### src/logic/timer2_pkg.sv
package timer2_pkg;
  localparam logic [7:0] CLK_CTL_ADDR   = 8'h8E;
  localparam logic [7:0] TMR_CTL_ADDR   = 8'hC8;
  localparam logic [7:0] RELOAD_LO_ADDR = 8'hCA;
  localparam logic [7:0] RELOAD_HI_ADDR = 8'hCB;
  localparam logic [7:0] COUNT_LO_ADDR  = 8'hCC;
  localparam logic [7:0] COUNT_HI_ADDR  = 8'hCD;
  localparam logic [7:0] CLK_CTL_RESET  = 8'h00;
  localparam logic [7:0] TMR_CTL_RESET  = 8'h00;
  localparam logic [7:0] BYTE_RESET     = 8'h00;
  localparam int HI_SEL_BIT   = 5;
  localparam int LO_SEL_BIT   = 4;
  localparam int HI_FLAG_BIT  = 7;
  localparam int LO_FLAG_BIT  = 6;
  localparam int LO_IEN_BIT   = 5;
  localparam int SPLIT_BIT    = 3;
  localparam int RUN_BIT      = 2;
  localparam int EXT_SEL_BIT  = 0;
  localparam logic [7:0] TMR_CTL_MASK = 8'hED;
  localparam logic [3:0] SYS_DIV      = 4'd12;
  localparam logic [3:0] EXT_DIV      = 4'd8;
endpackage

### src/logic/ext_osc_sync.sv
`timescale 1ns/1ns
// two-flop synchroniser plus rising-edge detect on the second stage
module ext_osc_sync
(
  input  wire logic i_ref_clk,
  input  wire logic i_rst,
  input  wire logic i_ext_osc,
  output logic      o_rise
);
  logic [2:0] sync_reg;
  logic [2:0] sync_next;

  always_comb
  begin
    sync_next = {sync_reg[1:0], i_ext_osc};
  end

  always_ff @(posedge i_ref_clk or posedge i_rst)
  begin
    if (i_rst)
      sync_reg <= 3'b000;
    else
      sync_reg <= sync_next;
  end

  assign o_rise = sync_reg[1] & ~sync_reg[2];
endmodule

### src/logic/tick_divider.sv
`timescale 1ns/1ns
// divides a stream of input enables by a fixed count, one-cycle pulse out
module tick_divider
  import timer2_pkg::*;
#(
  parameter logic [3:0] DIV = 4'd12
)
(
  input  wire logic i_ref_clk,
  input  wire logic i_rst,
  input  wire logic i_tick,
  output logic      o_tick
);
  logic [3:0] cnt_reg;
  logic [3:0] cnt_next;
  logic       pulse_reg;
  logic       pulse_next;

  always_comb
  begin
    cnt_next   = cnt_reg;
    pulse_next = 1'b0;
    if (i_tick)
    begin
      if (cnt_reg == DIV - 4'd1)
      begin
        cnt_next   = 4'd0;
        pulse_next = 1'b1;
      end
      else
        cnt_next = cnt_reg + 4'd1;
    end
  end

  always_ff @(posedge i_ref_clk or posedge i_rst)
  begin
    if (i_rst)
    begin
      cnt_reg   <= 4'd0;
      pulse_reg <= 1'b0;
    end
    else
    begin
      cnt_reg   <= cnt_next;
      pulse_reg <= pulse_next;
    end
  end

  assign o_tick = pulse_reg;
endmodule

### src/logic/timer2.sv
`timescale 1ns/1ns
module timer2
(
  input  wire logic       i_ref_clk,
  input  wire logic       i_rst,
  input  wire logic       i_ext_osc,
  input  wire logic       i_timer_irq_enable,
  input  wire logic [7:0] i_sfr_addr,
  input  wire logic [7:0] i_sfr_wdata,
  input  wire logic       i_sfr_wr,
  input  wire logic       i_sfr_rd,
  output logic      [7:0] o_sfr_rdata,
  output logic            o_sfr_hit,
  output logic            o_irq
);
  import timer2_pkg::*;

  logic [7:0] clk_ctl_reg;
  logic [7:0] clk_ctl_next;
  logic [7:0] ctl_reg;
  logic [7:0] ctl_next;
  logic [7:0] rl_lo_reg;
  logic [7:0] rl_lo_next;
  logic [7:0] rl_hi_reg;
  logic [7:0] rl_hi_next;
  logic [7:0] cnt_lo_reg;
  logic [7:0] cnt_lo_next;
  logic [7:0] cnt_hi_reg;
  logic [7:0] cnt_hi_next;
  logic [7:0] rdata_reg;
  logic [7:0] rdata_next;
  logic       hit_reg;
  logic       hit_next;

  logic ext_rise;
  logic ext_tick;
  logic sys12_tick;
  logic tick_hi;
  logic tick_lo;
  logic split;
  logic run;
  logic ext_sel;
  logic wr_ctl;
  logic wr_lo;
  logic wr_hi;
  logic ovf_lo;
  logic ovf_hi;
  logic irq_lo_en;

  ext_osc_sync u_sync
  (
    .i_ref_clk (i_ref_clk),
    .i_rst     (i_rst),
    .i_ext_osc (i_ext_osc),
    .o_rise    (ext_rise)
  );

  // oscillator edges counted only after synchronising
  tick_divider #(.DIV(EXT_DIV)) u_ext_div
  (
    .i_ref_clk (i_ref_clk),
    .i_rst     (i_rst),
    .i_tick    (ext_rise),
    .o_tick    (ext_tick)
  );

  tick_divider #(.DIV(SYS_DIV)) u_sys_div
  (
    .i_ref_clk (i_ref_clk),
    .i_rst     (i_rst),
    .i_tick    (1'b1),
    .o_tick    (sys12_tick)
  );

  assign split   = ctl_reg[SPLIT_BIT];
  assign run     = ctl_reg[RUN_BIT];
  assign ext_sel = ctl_reg[EXT_SEL_BIT];

  always_comb
  begin
    // select bit high means every system clock cycle
    if (clk_ctl_reg[HI_SEL_BIT])
      tick_hi = 1'b1;
    else if (ext_sel)
      tick_hi = ext_tick;
    else
      tick_hi = sys12_tick;
    // the low select also drives the joined 16-bit count
    if (clk_ctl_reg[LO_SEL_BIT])
      tick_lo = 1'b1;
    else if (ext_sel)
      tick_lo = ext_tick;
    else
      tick_lo = sys12_tick;
  end

  assign wr_ctl = i_sfr_wr && (i_sfr_addr == TMR_CTL_ADDR);
  assign wr_lo  = i_sfr_wr && (i_sfr_addr == COUNT_LO_ADDR);
  assign wr_hi  = i_sfr_wr && (i_sfr_addr == COUNT_HI_ADDR);

  always_comb
  begin
    cnt_lo_next = cnt_lo_reg;
    cnt_hi_next = cnt_hi_reg;
    ovf_lo      = 1'b0;
    ovf_hi      = 1'b0;
    if (split)
    begin
      // low byte runs regardless of run control
      if (tick_lo)
      begin
        if (cnt_lo_reg == 8'hFF)
        begin
          cnt_lo_next = rl_lo_reg;
          ovf_lo      = 1'b1;
        end
        else
          cnt_lo_next = cnt_lo_reg + 8'h01;
      end
      if (run && tick_hi)
      begin
        if (cnt_hi_reg == 8'hFF)
        begin
          cnt_hi_next = rl_hi_reg;
          ovf_hi      = 1'b1;
        end
        else
          cnt_hi_next = cnt_hi_reg + 8'h01;
      end
    end
    else if (run && tick_lo)
    begin
      if (cnt_lo_reg == 8'hFF)
        ovf_lo = 1'b1; // low wrap noted for its own irq
      if ({cnt_hi_reg, cnt_lo_reg} == 16'hFFFF)
      begin
        {cnt_hi_next, cnt_lo_next} = {rl_hi_reg, rl_lo_reg};
        ovf_hi = 1'b1;
      end
      else
        {cnt_hi_next, cnt_lo_next} =
          {cnt_hi_reg, cnt_lo_reg} + 16'h0001;
    end
    // software write beats a same-cycle increment
    if (wr_lo)
      cnt_lo_next = i_sfr_wdata;
    if (wr_hi)
      cnt_hi_next = i_sfr_wdata;
  end

  always_comb
  begin
    clk_ctl_next = clk_ctl_reg;
    rl_lo_next   = rl_lo_reg;
    rl_hi_next   = rl_hi_reg;
    ctl_next     = ctl_reg;
    if (i_sfr_wr && (i_sfr_addr == CLK_CTL_ADDR))
      clk_ctl_next = i_sfr_wdata;
    else if (i_sfr_wr && (i_sfr_addr == RELOAD_LO_ADDR))
      rl_lo_next = i_sfr_wdata;
    else if (i_sfr_wr && (i_sfr_addr == RELOAD_HI_ADDR))
      rl_hi_next = i_sfr_wdata;
    if (wr_ctl)
      ctl_next = i_sfr_wdata & TMR_CTL_MASK;
    // hardware only sets flags; a set beats a same-cycle clear
    if (ovf_hi)
      ctl_next[HI_FLAG_BIT] = 1'b1;
    if (ovf_lo && split)
      ctl_next[LO_FLAG_BIT] = 1'b1;
    // in 16-bit mode the low flag reports low wraps when enabled
    if (ovf_lo && !split && ctl_reg[LO_IEN_BIT])
      ctl_next[LO_FLAG_BIT] = 1'b1;
  end

  always_comb
  begin
    hit_next   = 1'b0;
    rdata_next = 8'h00;
    if (i_sfr_addr == CLK_CTL_ADDR)
    begin
      hit_next   = 1'b1;
      rdata_next = clk_ctl_reg;
    end
    else if (i_sfr_addr == TMR_CTL_ADDR)
    begin
      hit_next   = 1'b1;
      rdata_next = ctl_reg;
    end
    else if (i_sfr_addr == RELOAD_LO_ADDR)
    begin
      hit_next   = 1'b1;
      rdata_next = rl_lo_reg;
    end
    else if (i_sfr_addr == RELOAD_HI_ADDR)
    begin
      hit_next   = 1'b1;
      rdata_next = rl_hi_reg;
    end
    else if (i_sfr_addr == COUNT_LO_ADDR)
    begin
      hit_next   = 1'b1;
      rdata_next = cnt_lo_reg;
    end
    else if (i_sfr_addr == COUNT_HI_ADDR)
    begin
      hit_next   = 1'b1;
      rdata_next = cnt_hi_reg;
    end
    if (!i_sfr_rd)
    begin
      hit_next   = 1'b0;
      rdata_next = 8'h00;
    end
  end

  always_ff @(posedge i_ref_clk or posedge i_rst)
  begin
    if (i_rst)
    begin
      clk_ctl_reg <= CLK_CTL_RESET;
      ctl_reg     <= TMR_CTL_RESET;
      rl_lo_reg   <= BYTE_RESET;
      rl_hi_reg   <= BYTE_RESET;
      cnt_lo_reg  <= BYTE_RESET;
      cnt_hi_reg  <= BYTE_RESET;
      rdata_reg   <= BYTE_RESET;
      hit_reg     <= 1'b0;
    end
    else
    begin
      clk_ctl_reg <= clk_ctl_next;
      ctl_reg     <= ctl_next;
      rl_lo_reg   <= rl_lo_next;
      rl_hi_reg   <= rl_hi_next;
      cnt_lo_reg  <= cnt_lo_next;
      cnt_hi_reg  <= cnt_hi_next;
      rdata_reg   <= rdata_next;
      hit_reg     <= hit_next;
    end
  end

  // level request follows the high flag, and the low flag only while its enable bit is set
  assign irq_lo_en = ctl_reg[LO_IEN_BIT] & ctl_reg[LO_FLAG_BIT];
  assign o_irq = i_timer_irq_enable &
                 (ctl_reg[HI_FLAG_BIT] | irq_lo_en);
  assign o_sfr_rdata = rdata_reg;
  assign o_sfr_hit   = hit_reg;
endmodule

### config.mk
export PLATFORM = sky130hd
export DESIGN_NAME = timer2
export DESIGN_NICKNAME = d
export VERILOG_FILES = /design/src/logic/timer2_pkg.sv /design/src/logic/ext_osc_sync.sv /design/src/logic/tick_divider.sv /design/src/logic/timer2.sv
export SDC_FILE = /design/constraint.sdc
export NUM_CORES = 1
export LEC_CHECK = 0
export BUFFER_PORTS_ARGS = -buffer_cell sky130_fd_sc_hd__buf_2
export CORE_MARGIN = 4
export CORE_UTILIZATION = 30
export DETAILED_ROUTE_END_ITERATION = 16
export GPL_ROUTABILITY_DRIVEN = 1
export SETUP_SLACK_MARGIN = 0.15
export SYNTH_ARGS = -nofsm -noshare
export SYNTH_HDL_FRONTEND = slang
export SYNTH_SLANG_ARGS = --single-unit
### constraint.sdc
create_clock -name i_ref_clk -period 4.1 [get_ports i_ref_clk]
set_input_delay 0.41 -clock i_ref_clk [delete_from_list [all_inputs] [get_ports i_ref_clk]]
set_output_delay 0.41 -clock i_ref_clk [all_outputs]
set_load 0.02 [all_outputs]
==> results.md <==
* CTS Root Cell: clkbuf_16
* Total GRT Usage at between 15 and 20%
* Hold Fails Final Rpt at 0
* CTS tree: done
* Largest family of logic cells by synthesized area: compound AO/OA/AOI/OAI gates
* CTS Buf Count at 9
* Critical R2R Capture: cnt_hi_reg[2]
* Setup crit end kind: flop
* Fin Setup TNS at 0 ps
* Dpl hpwl at 8.211 mm
* ANT cells at 0
* Syn Nets at approximately 420
* Leakage power total at approximately 1.9 nW
* R2r worst-path depth at 5
* Worst-case clock buffer depth at 2
* Fmax at around 450 MHz
* Global-route wire length before repair at 18.38 mm
* Number of global-route vias before repair at 3303
* Crit path kind: flop to flop
* Clk Latency, worst-skew pair at about 340 ps
* Seq/Total Area, Yosys at between 40% and 50%
* Post-synth top flop: dfrtp_1
* Fin. max-slew vios at 0
* Total grt overflow at 0
* CTS Sinks at 68
* Starting DRT DRC Count at about 340
* # hold bufs at CTS at 0
* DR WL met2 at between 5 and 6 mm
* Post-DR vias/cell at ~5.7
* Post-synthesis instance area at 4019 sq um
* WL met1 at 4.969 mm
* Crit path from: ctl_reg[3]
* Area grow syn2layout at 13.36%
* Fin crit share at 54.00%
* CTS clk-pin slew, worst paths at roughly 60 ps
* Hold Path Class: input pin to flop
* Design Power at around 1.7 mW
* Status: finished, final reports clean
* DRC Markers at 0
* Most common cell after layout, fill and taps aside: dfrtp_1
* Relative slew slack at approximately a quarter
* Netlist cell types at just under 80
* Layout Utilization at 34.54%
* Vias at 3400
* Post-CTS Resized at 0
* DRT Wirelength at between 10 and 15 mm
* Drt pass-1 iters at 5
* Initial antenna violation count at 0
* Leading cell types in the layout, fill and taps excluded: dfrtp_1 (68), buf_2 (31), nand2_1 (30)
* Std-Cell Rows at 42
* Async set or reset register ratio after synthesis at 100.0%
* Final ANT Viol Nets at 0
* # Post-CTS Setup Buffers at 0
* Setup crit end: cnt_hi_reg[2]
* Worst r2r src: ctl_reg[3]
* Mean routed wirelength per cell at between 15 and 20 um
* H-tree depth at 3
* Initial Util at between 30% and 40%
* Core ar. at about 13000 sq um
* Die width at between 100 and 150 um
* CP Max Fanout at 16
* Unrepaired setup endpoints after global routing: no
* Port bufs at 31
* Post-synthesis simple-gate area fraction at a little under a fifth
* Startpoint types: flop
* XOR/XNOR Fraction of Synth Area at ~1.3%
* Synth Register Bits at 68
* Area share of the largest cell type after synthesis at a little over two fifths
* Number of synthesized flops with an enable pin at 0
* Maxcap violations at 0
* Metal3 WL at 618 um
* IR drop worst, VDD at between 0.2 and 0.3 mV
* Syn. warnings at 0
* Power Density at roughly 380 nW/um^2
* GP Congestion at 0.9190
* Post-Place Setup Slack at between 1500 and 2000 ps
* Mapped Avg Cell Area at between 10 and 15 sq um
* # setup viols final at 0
* Final Skew at ~7 ps
* Gate Count Post-Synth at 392
* Highest metal used: met4
* Pin count of the biggest net entering global routing at 52
* Die Ht at 123.7 um
* Fillcell total at about 1300
* Design area at 4556 sq um
* Synth area leader: dfrtp_1
* Final worst slack at between 1500 and 2000 ps
* Worst R2R Setup Slack at between 1500 and 2000 ps
* Share of cells above drive strength 1 at a little under a quarter
* Worst Tran Pin Value at around 1100 ps
* I/O pin cnt at 32
* Required time worst endpoint at 4340 ps
* Multiplexer share of the synthesized area at between 10% and 20%
* Synth Area in Adders at under 10%
* Min cycle time layout at about 2200 ps
* Fin nets at approximately 440
* Top cells by area, synth: dfrtp_1 (42%), mux2_2 (4.8%), mux2_1 (4.2%)
* Worst EP arrival at approximately 2500 ps
* Die area at between 15000 and 20000 sq um
* Area after DPL at approximately 4300 sq um
* Synth Area in Compound Gates at 21.08%
critical path, cell delays in order, from the launching register on:
cell and delay, ps:
dfrtp_1 870, mux2_4 360, o21ai_2 350, nor2_2 110, and4_1 220, o31ai_2 220
cell families after synthesis:
group                      Yosys count
AOI/OAI and AO/OA                  119
xor gates and xnor gates             6
adders and majority gates            4
buffers and inverters               30
DFF                                 68
muxes                               38
and+or+nand+nor                    127
through the flow:
stage          hold slack, ps  instances
2_1_floorplan           331.2        392
3_5_place_dp            341.0        577
5_1_grt                 168.3        593
6_report                178.7        593
3_3_place_gp            343.5        577
4_1_cts                 168.3        593
metal layers:
| layer | vias up | GRT usage, % |
|---|---|---|
| li1 | 1509 | - |
| met1 | 1724 | 20.94 |
| met2 | 143 | 24.57 |
| met3 | 24 | 3.134 |
| met4 | 0 | 8.097 |
| met5 | - | 0 |
where the power goes:
| group | internal [mW] | switching [mW] | leakage, nW |
|---|---|---|---|
| Combinational | 0.0782 | 0.104 | 0.884 |
| Clock | 0.486 | 0.293 | 0.144 |
| Sequential | 0.719 | 0.0655 | 0.871 |
synthesized netlist by cell type (3+ instances only):
cell and instances:
a32oi_1 4, nor2b_1 7, and3_1 11, o21ai_1 5
buf_2 7, nand4_1 3, nor3_1 8, a21oi_1 26
nor3_2 3, dfrtp_1 68, a31oi_1 7, a21boi_0 7
nor2_1 13, mux2i_1 5, o31ai_1 4, buf_4 6
inv_1 7, o2111ai_1 4, nand2_2 5, nand2b_1 4
mux2_1 15, buf_6 4, nand3_1 12, ha_1 4
o22ai_1 4, mux2_2 17, nand2_1 30, o21ai_0 22
o211a_1 3, clkbuf_1 4, nand3b_1 5, and2_1 4
xnor2_1 5
final cells by class:
cell class | count | area, sq um | area share, %
Clock inverter | 6 | 63.81 | 1.401
Inverter | 7 | 26.28 | 0.5768
Tap cell | 176 | 220.2 | 4.834
Multi-Input combinational cell | 294 | 2142 | 47.02
Clock buffer | 10 | 239.0 | 5.246
Timing Repair Buffer | 32 | 162.7 | 3.570
Sequential cell | 68 | 1702 | 37.35
worst min path at each step:
stage | slack, ps | start | end | cells after the start
global route | 170 | i_ext_osc | u_sync.sync_reg[0] | 1
finish | 180 | i_ext_osc | u_sync.sync_reg[0] | 1
detailed placement | 340 | u_sync.sync_reg[0] | u_sync.sync_reg[1] | 0
floorplan | 330 | u_sync.sync_reg[0] | u_sync.sync_reg[1] | 0
global placement | 340 | u_sync.sync_reg[0] | u_sync.sync_reg[1] | 0
CTS | 170 | i_ext_osc | u_sync.sync_reg[0] | 1
Power figures use the tool's default switching activity.
